**config.mk**
```make
export PLATFORM = sky130hd
export DESIGN_NAME = ssd_spi_core
export DESIGN_NICKNAME = d
export VERILOG_FILES = /design/src/hw/ssd_pkg.sv /design/src/hw/ssd_sync.sv /design/src/hw/ssd_rate_div.sv /design/src/hw/ssd_spi_core.sv
export SDC_FILE = /design/constraint.sdc
export NUM_CORES = 1
export LEC_CHECK = 0
export BUFFER_PORTS_ARGS = -buffer_cell sky130_fd_sc_hd__buf_2
export CAP_MARGIN = 20
export CORE_ASPECT_RATIO = 0.75
export CORE_MARGIN = 10
export CORE_UTILIZATION = 28
export CTS_CLUSTER_DIAMETER = 100
export DETAILED_ROUTE_END_ITERATION = 10
export SLEW_MARGIN = 20
export SYNTH_ARGS = -nofsm -noshare
export SYNTH_HDL_FRONTEND = slang
export SYNTH_SLANG_ARGS = --single-unit
```
**constraint.sdc**
```tcl
create_clock -name mclk -period 4.8 [get_ports mclk]
set_input_delay 0.48 -clock mclk [delete_from_list [all_inputs] [get_ports mclk]]
set_output_delay 0.48 -clock mclk [all_outputs]
set_load 0.05 [all_outputs]
```
**src/hw/ssd_pkg.sv**
```systemverilog
package ssd_pkg;

  // Register byte offsets on the bus
  localparam logic [7:0] CTRL_OFFS = 8'h00;
  localparam logic [7:0] STAT_OFFS = 8'h04;
  localparam logic [7:0] DATA_OFFS = 8'h08;

  // Control register fields
  localparam int CTRL_EN_BIT = 1;
  localparam int CTRL_MSTR_BIT = 4;
  localparam int CTRL_TXIE_BIT = 5;
  localparam logic [7:0] CTRL_RESET = 8'h10;
  localparam logic [7:0] CTRL_WR_MASK = 8'h32;

  // Status and rate control fields
  localparam int STAT_RXF_BIT = 7;
  localparam int STAT_OVR_BIT = 6;
  localparam int STAT_MODE_FAULT_FLAG_BIT = 4;
  localparam int STAT_TXE_BIT = 3;
  localparam int STAT_FDEN_BIT = 2;
  localparam int STAT_RATE_HI = 1;
  localparam int STAT_RATE_LO = 0;
  localparam logic [1:0] RATE_RESET = 2'h0;

  // Rate select codes and divisors
  localparam int BD_W = 8;
  localparam logic [1:0] RATE_DIV2 = 2'h0;
  localparam logic [1:0] RATE_DIV8 = 2'h1;
  localparam logic [1:0] RATE_DIV32 = 2'h2;
  localparam logic [BD_W-1:0] BD_2 = 8'h02;
  localparam logic [BD_W-1:0] BD_8 = 8'h08;
  localparam logic [BD_W-1:0] BD_32 = 8'h20;
  localparam logic [BD_W-1:0] BD_128 = 8'h80;
  localparam logic [BD_W-1:0] BD_ONE = 8'h01;

  // Shifter
  localparam int BYTE_MSB = 7;
  localparam logic [3:0] BIT_LAST = 4'h7;
  localparam logic [3:0] BIT_COUNT = 4'h8;
  localparam logic [3:0] CNT_ONE = 4'h1;

  // Pin synchroniser lanes; select idles high
  localparam int SYNC_W = 4;
  localparam int PIN_SCLK = 0;
  localparam int PIN_MOSI = 1;
  localparam int PIN_MISO = 2;
  localparam int PIN_SS = 3;
  localparam logic [SYNC_W-1:0] SYNC_RST = 4'h8;

  typedef enum {ENG_IDLE, ENG_READY, ENG_SHIFT} ssd_eng_type;

  function automatic logic [BD_W-1:0] ssd_bd(input logic [1:0] sel);
    if (sel == RATE_DIV2) begin
      return BD_2;
    end else if (sel == RATE_DIV8) begin
      return BD_8;
    end else if (sel == RATE_DIV32) begin
      return BD_32;
    end
    return BD_128;
  endfunction

endpackage

```
**src/hw/ssd_sync.sv**
```systemverilog
`timescale 1ns/1ps
module ssd_sync
  import ssd_pkg::*;
#(
  parameter int W = SYNC_W,
  parameter logic [W-1:0] RST_VAL = '0
)(
  input wire logic mclk,
  input wire logic nrst,
  input wire logic [W-1:0] din,
  output logic [W-1:0] dout
);

  logic [W-1:0] stage1_reg;
  logic [W-1:0] stage2_reg;

  // First stage feeds only the second
  always_ff @(posedge mclk) begin
    if (!nrst) begin
      stage1_reg <= RST_VAL;
      stage2_reg <= RST_VAL;
    end else begin
      stage1_reg <= din;
      stage2_reg <= stage1_reg;
    end
  end

  assign dout = stage2_reg;

endmodule

```
**src/hw/ssd_rate_div.sv**
```systemverilog
`timescale 1ns/1ps
module ssd_rate_div
  import ssd_pkg::*;
(
  input wire logic mclk,
  input wire logic nrst,
  input wire logic run,
  input wire logic [1:0] rateSel,
  output logic tick
);

  logic [BD_W-1:0] cnt_reg;
  logic [BD_W-1:0] cnt_next;
  logic tick_reg;
  logic tick_next;

  // One tick per half serial period: base clock over twice the divisor
  always_comb begin
    cnt_next = BD_W'(cnt_reg + BD_ONE);
    tick_next = 1'b0;
    if (!run) begin
      cnt_next = '0;
    end else if (cnt_reg == BD_W'(ssd_bd(rateSel) - BD_ONE)) begin
      cnt_next = '0;
      tick_next = 1'b1;
    end
  end

  always_ff @(posedge mclk) begin
    if (!nrst) begin
      cnt_reg <= '0;
      tick_reg <= 1'b0;
    end else begin
      cnt_reg <= cnt_next;
      tick_reg <= tick_next;
    end
  end

  assign tick = tick_reg;

  property p_div2Rate;
    @(posedge mclk) disable iff (!nrst)
    (tick_reg && run && rateSel == RATE_DIV2) ##1 run |=> tick_reg;
  endproperty
  a_div2Rate: assert property (p_div2Rate) else $error("div2 tick late");

  property p_tickSpacing;
    @(posedge mclk) disable iff (!nrst)
    tick_reg |=> !tick_reg;
  endproperty
  a_tickSpacing: assert property (p_tickSpacing) else $error("tick too close");

endmodule

```
**src/hw/ssd_spi_core.sv**
```systemverilog
// The implementer's own choices: the Wishbone interface to the registers and the placing of the registers.
`timescale 1ns/1ps
module ssd_spi_core
  import ssd_pkg::*;
(
  input wire logic mclk,
  input wire logic nrst,
  input wire logic wbCycI,
  input wire logic wbStbI,
  input wire logic wbWeI,
  input wire logic [7:0] wbAdrI,
  input wire logic [31:0] wbDatI,
  input wire logic [3:0] wbSelI,
  output logic [31:0] wbDatO,
  output logic wbAckO,
  input wire logic sclkI,
  output logic sclkO,
  output logic sclkOe,
  input wire logic mosiI,
  output logic mosiO,
  output logic mosiOe,
  input wire logic misoI,
  output logic misoO,
  output logic misoOe,
  input wire logic selectN,
  output logic txIrq,
  output logic ssGpioMode
);

  function automatic logic hit(input logic [7:0] a, input logic [7:0] offs);
    return a == offs;
  endfunction

  ////////////////////////////////////////////////////////////////////////
  // Pin synchronisers and serial clock divider

  logic [SYNC_W-1:0] pinRaw;
  logic [SYNC_W-1:0] pinSync;
  logic sclkS, mosiS, misoS, ssS;
  logic tick;

  assign pinRaw = {selectN, misoI, mosiI, sclkI};

  ssd_sync #(.W(SYNC_W), .RST_VAL(SYNC_RST)) uSync (
    .mclk(mclk),
    .nrst(nrst),
    .din(pinRaw),
    .dout(pinSync)
  );

  assign sclkS = pinSync[PIN_SCLK];
  assign mosiS = pinSync[PIN_MOSI];
  assign misoS = pinSync[PIN_MISO];
  assign ssS = pinSync[PIN_SS];

  ////////////////////////////////////////////////////////////////////////
  // State

  logic [7:0] ctrl_reg, ctrl_next;
  logic faultEn_reg, faultEn_next;
  logic [1:0] rateSel_reg, rateSel_next;
  logic txFull_reg, txFull_next;
  logic [7:0] txBuf_reg, txBuf_next;
  logic rxFull_reg, rxFull_next;
  logic [7:0] rxBuf_reg, rxBuf_next;
  logic ovr_reg, ovr_next;
  logic ovrArm_reg, ovrArm_next;
  logic mode_fault_flag_reg, mode_fault_flag_next;
  logic modfArm_reg, modfArm_next;
  logic wbAck_reg, wbAck_next;
  logic [31:0] wbDat_reg, wbDat_next;
  logic txIrq_reg, txIrq_next;
  logic ssGpio_reg, ssGpio_next;

  ssd_eng_type state_reg, state_next;
  logic [7:0] shift_reg, shift_next;
  logic [3:0] bitCnt_reg, bitCnt_next;
  logic sclkO_reg, sclkO_next;
  logic mosiO_reg, mosiO_next;
  logic misoO_reg, misoO_next;
  logic sclkOe_reg, mosiOe_reg, misoOe_reg;
  logic rxDone_reg, rxDone_next;
  logic sclkPrev_reg, ssPrev_reg;

  logic enable, master, txIe;
  logic busReq, busDone, issue;
  logic ctrlWr, statWr, dataWr, dataRd, statRd;
  logic ssFall, ssRise, sclkRise, sclkFall;
  logic take, faultEvt;
  logic [7:0] statusByte;
  logic [31:0] rdMux;

  assign enable = ctrl_reg[CTRL_EN_BIT];
  assign master = ctrl_reg[CTRL_MSTR_BIT];
  assign txIe = ctrl_reg[CTRL_TXIE_BIT];

  ////////////////////////////////////////////////////////////////////////
  // Bus decode: ack one cycle after request, write lands on the ack edge

  assign busReq = wbCycI && wbStbI;
  assign issue = busReq && !wbAck_reg;
  assign busDone = busReq && wbAck_reg;
  assign ctrlWr = busDone && wbWeI && wbSelI[0] && hit(wbAdrI, CTRL_OFFS);
  assign statWr = busDone && wbWeI && wbSelI[0] && hit(wbAdrI, STAT_OFFS);
  assign dataWr = busDone && wbWeI && wbSelI[0] && hit(wbAdrI, DATA_OFFS);
  assign dataRd = busDone && !wbWeI && hit(wbAdrI, DATA_OFFS);
  assign statRd = busDone && !wbWeI && hit(wbAdrI, STAT_OFFS);

  always_comb begin
    statusByte = '0;
    statusByte[STAT_RXF_BIT] = rxFull_reg;
    statusByte[STAT_OVR_BIT] = ovr_reg;
    statusByte[STAT_MODE_FAULT_FLAG_BIT] = mode_fault_flag_reg;
    statusByte[STAT_TXE_BIT] = !txFull_reg;
    statusByte[STAT_FDEN_BIT] = faultEn_reg;
    statusByte[STAT_RATE_HI] = rateSel_reg[1];
    statusByte[STAT_RATE_LO] = rateSel_reg[0];
  end

  always_comb begin
    if (hit(wbAdrI, CTRL_OFFS)) begin
      rdMux = 32'(ctrl_reg);
    end else if (hit(wbAdrI, STAT_OFFS)) begin
      rdMux = 32'(statusByte);
    end else if (hit(wbAdrI, DATA_OFFS)) begin
      rdMux = 32'(rxBuf_reg);
    end else begin
      rdMux = '0;
    end
  end

  always_comb begin
    wbAck_next = issue;
    wbDat_next = issue ? rdMux : wbDat_reg;
  end

  ////////////////////////////////////////////////////////////////////////
  // Edge detection on synchronised pins

  assign ssFall = ssPrev_reg && !ssS;
  assign ssRise = !ssPrev_reg && ssS;
  assign sclkRise = !sclkPrev_reg && sclkS;
  assign sclkFall = sclkPrev_reg && !sclkS;

  // Slave takes a byte only while idle, never mid-transfer
  assign take = enable && txFull_reg && state_reg == ENG_IDLE
    && (master || !ssFall);

  // Master without fault detect never looks at select
  assign faultEvt = enable && faultEn_reg
    && (master ? !ssS : (ssRise && state_reg == ENG_SHIFT));

  ////////////////////////////////////////////////////////////////////////
  // Registers and flags; a hardware set wins over a software clear

  always_comb begin
    ctrl_next = ctrl_reg;
    faultEn_next = faultEn_reg;
    rateSel_next = rateSel_reg;
    if (ctrlWr) begin
      ctrl_next = (ctrl_reg & ~CTRL_WR_MASK) | (wbDatI[7:0] & CTRL_WR_MASK);
    end
    if (statWr) begin
      faultEn_next = wbDatI[STAT_FDEN_BIT];
      rateSel_next = {wbDatI[STAT_RATE_HI], wbDatI[STAT_RATE_LO]};
    end
    txFull_next = (txFull_reg && !take) || dataWr;
    txBuf_next = dataWr ? wbDatI[7:0] : txBuf_reg;
    rxFull_next = rxFull_reg;
    rxBuf_next = rxBuf_reg;
    if (dataRd) begin
      rxFull_next = 1'b0;
    end
    if (rxDone_reg && !rxFull_reg) begin
      rxFull_next = 1'b1;
      rxBuf_next = shift_reg;
    end
    ovr_next = ovr_reg;
    ovrArm_next = ovrArm_reg || (statRd && ovr_reg);
    if (dataRd && ovrArm_reg) begin
      ovr_next = 1'b0;
      ovrArm_next = 1'b0;
    end
    if (rxDone_reg && rxFull_reg) begin
      ovr_next = 1'b1;
    end
    mode_fault_flag_next = mode_fault_flag_reg;
    modfArm_next = modfArm_reg || (statRd && mode_fault_flag_reg);
    if (dataWr && modfArm_reg) begin
      mode_fault_flag_next = 1'b0;
      modfArm_next = 1'b0;
    end
    if (faultEvt) begin
      mode_fault_flag_next = 1'b1;
    end
    txIrq_next = txIe && !txFull_next;
    ssGpio_next = !enable || (master && !faultEn_reg);
  end

  ////////////////////////////////////////////////////////////////////////
  // Shift engine, mode 0: sample on rising, change data on falling

  always_comb begin
    state_next = state_reg;
    shift_next = shift_reg;
    bitCnt_next = bitCnt_reg;
    sclkO_next = sclkO_reg;
    mosiO_next = mosiO_reg;
    misoO_next = misoO_reg;
    rxDone_next = 1'b0;
    if (!enable) begin
      state_next = ENG_IDLE;
      bitCnt_next = '0;
      sclkO_next = 1'b0;
    end else begin
      case (state_reg)
        ENG_IDLE: begin
          if (!master && ssFall) begin
            state_next = ENG_SHIFT;
            bitCnt_next = '0;
          end else if (take) begin
            shift_next = txBuf_reg;
            bitCnt_next = '0;
            if (master) begin
              mosiO_next = txBuf_reg[BYTE_MSB];
              state_next = ENG_SHIFT;
            end else begin
              misoO_next = txBuf_reg[BYTE_MSB];
              state_next = ENG_READY;
            end
          end
        end
        ENG_READY: begin
          if (master) begin
            state_next = ENG_IDLE;
          end else if (ssFall) begin
            state_next = ENG_SHIFT;
            bitCnt_next = '0;
          end
        end
        ENG_SHIFT: begin
          if (master) begin
            if (tick) begin
              if (!sclkO_reg) begin
                sclkO_next = 1'b1;
                bitCnt_next = 4'(bitCnt_reg + CNT_ONE);
              end else begin
                // Sync lag: pin level from the rising edge is seen only now
                sclkO_next = 1'b0;
                shift_next = {shift_reg[BYTE_MSB-1:0], misoS};
                mosiO_next = shift_reg[BYTE_MSB-1];
                if (bitCnt_reg == BIT_COUNT) begin
                  rxDone_next = 1'b1;
                  state_next = ENG_IDLE;
                end
              end
            end
          end else if (ssRise) begin
            // Deselected slave drops the byte and ignores further clocks
            state_next = ENG_IDLE;
          end else if (sclkRise) begin
            shift_next = {shift_reg[BYTE_MSB-1:0], mosiS};
            bitCnt_next = 4'(bitCnt_reg + CNT_ONE);
            if (bitCnt_reg == BIT_LAST) begin
              rxDone_next = 1'b1;
              state_next = ENG_IDLE;
            end
          end else if (sclkFall) begin
            misoO_next = shift_reg[BYTE_MSB];
          end
        end
        default: state_next = ENG_IDLE;
      endcase
    end
  end

  ////////////////////////////////////////////////////////////////////////
  // Registers

  always_ff @(posedge mclk) begin
    if (!nrst) begin
      ctrl_reg <= CTRL_RESET;
      faultEn_reg <= 1'b0;
      rateSel_reg <= RATE_RESET;
      txFull_reg <= 1'b0;
      txBuf_reg <= '0;
      rxFull_reg <= 1'b0;
      rxBuf_reg <= '0;
      ovr_reg <= 1'b0;
      ovrArm_reg <= 1'b0;
      mode_fault_flag_reg <= 1'b0;
      modfArm_reg <= 1'b0;
      wbAck_reg <= 1'b0;
      wbDat_reg <= '0;
      txIrq_reg <= 1'b0;
      ssGpio_reg <= 1'b1;
      state_reg <= ENG_IDLE;
      shift_reg <= '0;
      bitCnt_reg <= '0;
      sclkO_reg <= 1'b0;
      mosiO_reg <= 1'b0;
      misoO_reg <= 1'b0;
      sclkOe_reg <= 1'b0;
      mosiOe_reg <= 1'b0;
      misoOe_reg <= 1'b0;
      rxDone_reg <= 1'b0;
      sclkPrev_reg <= 1'b0;
      ssPrev_reg <= 1'b1;
    end else begin
      ctrl_reg <= ctrl_next;
      faultEn_reg <= faultEn_next;
      rateSel_reg <= rateSel_next;
      txFull_reg <= txFull_next;
      txBuf_reg <= txBuf_next;
      rxFull_reg <= rxFull_next;
      rxBuf_reg <= rxBuf_next;
      ovr_reg <= ovr_next;
      ovrArm_reg <= ovrArm_next;
      mode_fault_flag_reg <= mode_fault_flag_next;
      modfArm_reg <= modfArm_next;
      wbAck_reg <= wbAck_next;
      wbDat_reg <= wbDat_next;
      txIrq_reg <= txIrq_next;
      ssGpio_reg <= ssGpio_next;
      state_reg <= state_next;
      shift_reg <= shift_next;
      bitCnt_reg <= bitCnt_next;
      sclkO_reg <= sclkO_next;
      mosiO_reg <= mosiO_next;
      misoO_reg <= misoO_next;
      sclkOe_reg <= enable && master;
      mosiOe_reg <= enable && master;
      misoOe_reg <= enable && !master && !ssS;
      rxDone_reg <= rxDone_next;
      sclkPrev_reg <= sclkS;
      ssPrev_reg <= ssS;
    end
  end

  // Divider runs only for an active master, so rate select is moot in slave
  ssd_rate_div uDiv (
    .mclk(mclk),
    .nrst(nrst),
    .run(enable && master && state_reg == ENG_SHIFT),
    .rateSel(rateSel_reg),
    .tick(tick)
  );

  assign wbDatO = wbDat_reg;
  assign wbAckO = wbAck_reg;
  assign sclkO = sclkO_reg;
  assign sclkOe = sclkOe_reg;
  assign mosiO = mosiO_reg;
  assign mosiOe = mosiOe_reg;
  assign misoO = misoO_reg;
  assign misoOe = misoOe_reg;
  assign txIrq = txIrq_reg;
  assign ssGpioMode = ssGpio_reg;

  ////////////////////////////////////////////////////////////////////////
  // Assertions

  property p_wrClearsEmpty;
    @(posedge mclk) disable iff (!nrst) dataWr |=> txFull_reg;
  endproperty
  a_wrClearsEmpty: assert property (p_wrClearsEmpty) else $error("write kept empty");

  property p_takeSetsEmpty;
    @(posedge mclk) disable iff (!nrst) (take && !dataWr) |=> !txFull_reg;
  endproperty
  a_takeSetsEmpty: assert property (p_takeSetsEmpty) else $error("take kept full");

  property p_irqGate;
    @(posedge mclk) disable iff (!nrst)
    txIrq_reg |-> (!txFull_reg && $past(txIe));
  endproperty
  a_irqGate: assert property (p_irqGate) else $error("irq without cause");

  property p_idleLoad;
    @(posedge mclk) disable iff (!nrst)
    (dataWr && enable && master && state_reg == ENG_IDLE && !txFull_reg)
      |-> ##2 !txFull_reg;
  endproperty
  a_idleLoad: assert property (p_idleLoad) else $error("idle load slow");

  property p_busySlaveHolds;
    @(posedge mclk) disable iff (!nrst)
    (!master && state_reg == ENG_SHIFT && txFull_reg) |=> txFull_reg;
  endproperty
  a_busySlaveHolds: assert property (p_busySlaveHolds) else $error("busy load");

  property p_faultGated;
    @(posedge mclk) disable iff (!nrst)
    (!faultEn_reg && !mode_fault_flag_reg) |=> !mode_fault_flag_reg;
  endproperty
  a_faultGated: assert property (p_faultGated) else $error("fault while off");

  property p_rxCapture;
    @(posedge mclk) disable iff (!nrst)
    (rxDone_reg && !rxFull_reg) |=> (rxFull_reg && rxBuf_reg == $past(shift_reg));
  endproperty
  a_rxCapture: assert property (p_rxCapture) else $error("rx not stored");

  property p_overrunKeeps;
    @(posedge mclk) disable iff (!nrst)
    (rxDone_reg && rxFull_reg) |=> (ovr_reg && $stable(rxBuf_reg));
  endproperty
  a_overrunKeeps: assert property (p_overrunKeeps) else $error("overrun lost");

  property p_readData;
    @(posedge mclk) disable iff (!nrst)
    (issue && !wbWeI && hit(wbAdrI, DATA_OFFS))
      |=> (wbAckO && wbDatO == 32'($past(rxBuf_reg)));
  endproperty
  a_readData: assert property (p_readData) else $error("bad data read");

  property p_faultClear;
    @(posedge mclk) disable iff (!nrst)
    (dataWr && modfArm_reg && !faultEvt) |=> !mode_fault_flag_reg;
  endproperty
  a_faultClear: assert property (p_faultClear) else $error("fault not cleared");

endmodule

```
==> flow_summary.toml <==
[outcome]
outcome = "completed"

[floorplanning]
core_um2 = 12400
die_h_um = 118
fp.dieArea_um2 = 17800
fp-row-count = 35
fp.dieW_um = 151
initial_core_util_pct = 28.9
pin_count = 94

[logic_synthesis]
synth-seq-area-share_pct = 43.6
synth_top_family_by_area = "simple AND/OR/NAND/NOR gates"
synth.distinct_cells = 55
synth_warnings = 0
synthXorXnorAreaFrac_pct = 1.71
mappedNetlistArea_um2 = 3580
synth_compound_area_share_pct = 14.6
synthArstFlopShare_pct = 0
syn_avg_cell_area_um2 = 8.45
synth_fa_ha_area_share_pct = 1.05
synth_edf_count = 0
synthSimpleGateAreaFrac_pct = 22.8
synth_top_area_share_pct = 43.6
synth_top_cells_by_area = "dfxtp_1, nand2_1, buf_4, mux2i_1, nor2_1"
synth_top_area_cell = "dfxtp_1"
yosys_most_used_dff = "dfxtp_1"
synth-seq-cells = 78
synth.area.mux_share_pct = 6.67
syn_inst = 424

[job]
cap_violations = 0

[place]
gp_congestion = 0.887
place_area_um2 = 3800
hpwl_um = 6300
pre_cts_slack_ps = 2110
portBuffers = 42

[sta]
slew_violations = 0
tightest_slew_ps = 937
setup_viol = 0
max-slew-margin-rel_pct = 37.5
grt_setup_unrepaired = "no"
max_freq_mhz = 422
hold_viol = 0
clock_skew_ps = 7.55
fin_crit_ps = 2370
tns_ps = 0
layout_setup_ws_ps = 2430
finalCritPeriodShare_pct = 49.4

[layout]
finish.instance_area_um2 = 4070
drive_gt1_share_pct = 15.7
fillCellCount = 1314
diodes = 0
area.growth.synth_to_final_pct = 13.4
layout.nets = 505

[global_route]
grt_max_degree = 57
grt_pass1_vias = 2708
overflow = 0
grt_pass1_wl_um = 13700
grt.total_usage_pct = 9.55
antenna_found_initial = 0

[worst_setup_path]
max_stage_delay_ps = 580
worstPathArrival_ps = 2550
worstSetupPathType = "input port to flip-flop"
cp_max_fo = 20
worstPathRequired_ps = 4980
cp-end-kind = "flip-flop"
crit_slowest_cell = "or4_1"
critPathLaunchType = "input port"
path_cells = "buf_2 -> or4_4 -> or4_1 -> nand2b_1 -> nand3_1 -> o21ai_0"

[detailed_routing]
routed_wl_um = 8510
vias = 2883
vias_per_cell = 4.66
drc = 0
wl_met3_um = 746
dr_wl_met2_um = 3440
drt-met1-wl_um = 4210
highest-signal-layer = "met4"
wl_per_cell_um = 13.7
ant_nets = 0
drtIter0Drc = 211
drtPass1Iterations = 4

[clock_tree]
numCtsBuffers = 9
clockRootBuffer = "clkbuf_16"
cts.sinks = 78
ctsHtreeMaxLevel = 3
clockBufferDepth = 2
postCtsSetupRepairBufs = 0
insertion_delay_ps = 330
cts_resized = 0
cts_hold_buffers = 0
cts_tree = "yes"
path_clk_slew_ps = 50

[hold_path]
hp-class = "input port to flip-flop"

[pwr]
power_density_nw_per_um2 = 332
ir_drop_mv = 0.170
leakage_nw = 1.64
## metal layers
layer	GRT usage, %	vias up
li1	-	1457
met1	13.3	1321
met2	12.8	96
met3	2.96	9
met4	4.56	0
met5	0	-
## final timing paths
kind,start,end,slack (ps),cells after the start
max reg2reg,ctrl_reg[4],shift_reg[0],2580,4
min reg2reg,uSync.stage1_reg[3],uSync.dout[3],410,1
min,selectN,uSync.stage1_reg[3],330,2
max,wbAdrI[7],txBuf_reg[5],2430,6
## critical path: cells and delay by family
| family | cells | cell delay (ps) |
|---|---|---|
| buffers and inverters | 1 | 100 |
| AO/OA/AOI/OAI | 1 | 110 |
| AND/OR/NAND/NOR | 4 | 1850 |
## synth_stat cells (4+ instances only)
library cell and n:
a211oi_1 4, a21oi_1 21, a22oi_1 4, and2_1 8, buf_4 25, clkbuf_1 22
dfxtp_1 78, inv_1 11, mux2_2 7, mux2i_1 16, nand2_1 62, nand2b_1 10
nand3_1 23, nor2_1 31, nor2b_1 5, nor3_1 9, o211ai_1 4, o21ai_0 21
xor2_1 4
## placed cells by master (no fill, tap or decap), types with 4 or more instances in the layout
master     Yosys  final
dfxtp_1       78     78
nand2_1       62     62
buf_2          2     42
nor2_1        31     31
conb_1         1     24
nand3_1       23     23
a21oi_1       21     21
o21ai_0       21     21
mux2i_1       16     16
inv_1         11     11
nand2b_1      10     10
nor3_1         9      9
clkbuf_16      0      9
and2_1         8      8
mux2_2         7      7
nor2b_1        5      5
a211oi_1       4      4
o211ai_1       4      4
xor2_1         4      4
a22oi_1        4      4
## where the power goes
part	switching, W	total [W]	internal [W]	leakage (nW)
registers	0.00000186	0.000654	0.000652	0.630
clock network	0.000241	0.000615	0.000375	0.133
logic	0.0000666	0.0000807	0.0000141	0.877
## area by class of cell
cell class | instances | area, µm² | area share, %
clock buffers | 14 | 264 | 6.49
multi-input cells | 306 | 1770 | 43.5
well taps | 166 | 208 | 5.11
inverters | 11 | 41.3 | 1.02
repair buffers | 43 | 218 | 5.36
flip-flops and latches | 78 | 1560 | 38.4
clock inverters | 1 | 5.00 | 0.123
## through the flow
step                      hold WS (ps)  util, %  total power [W]  std cells
after detailed placement           399     30.6         0.000747        604
after CTS                          328     32.8          0.00137        619
after floorplan                    386        -         0.000747        447
final                              333     32.8          0.00135        619
after global routing               332     32.8          0.00140        619
after global placement             396     30.6         0.000746        604
## logic make-up after synthesis
logic type / count (synthesis)
other: 1
AOI/OAI and AO/OA: 79
DFF: 78
muxes: 23
and+or+nand+nor: 170
buffers and inverters: 63
xor gates and xnor gates: 7
adders and majority gates: 3
Power figures use the tool's default switching activity.
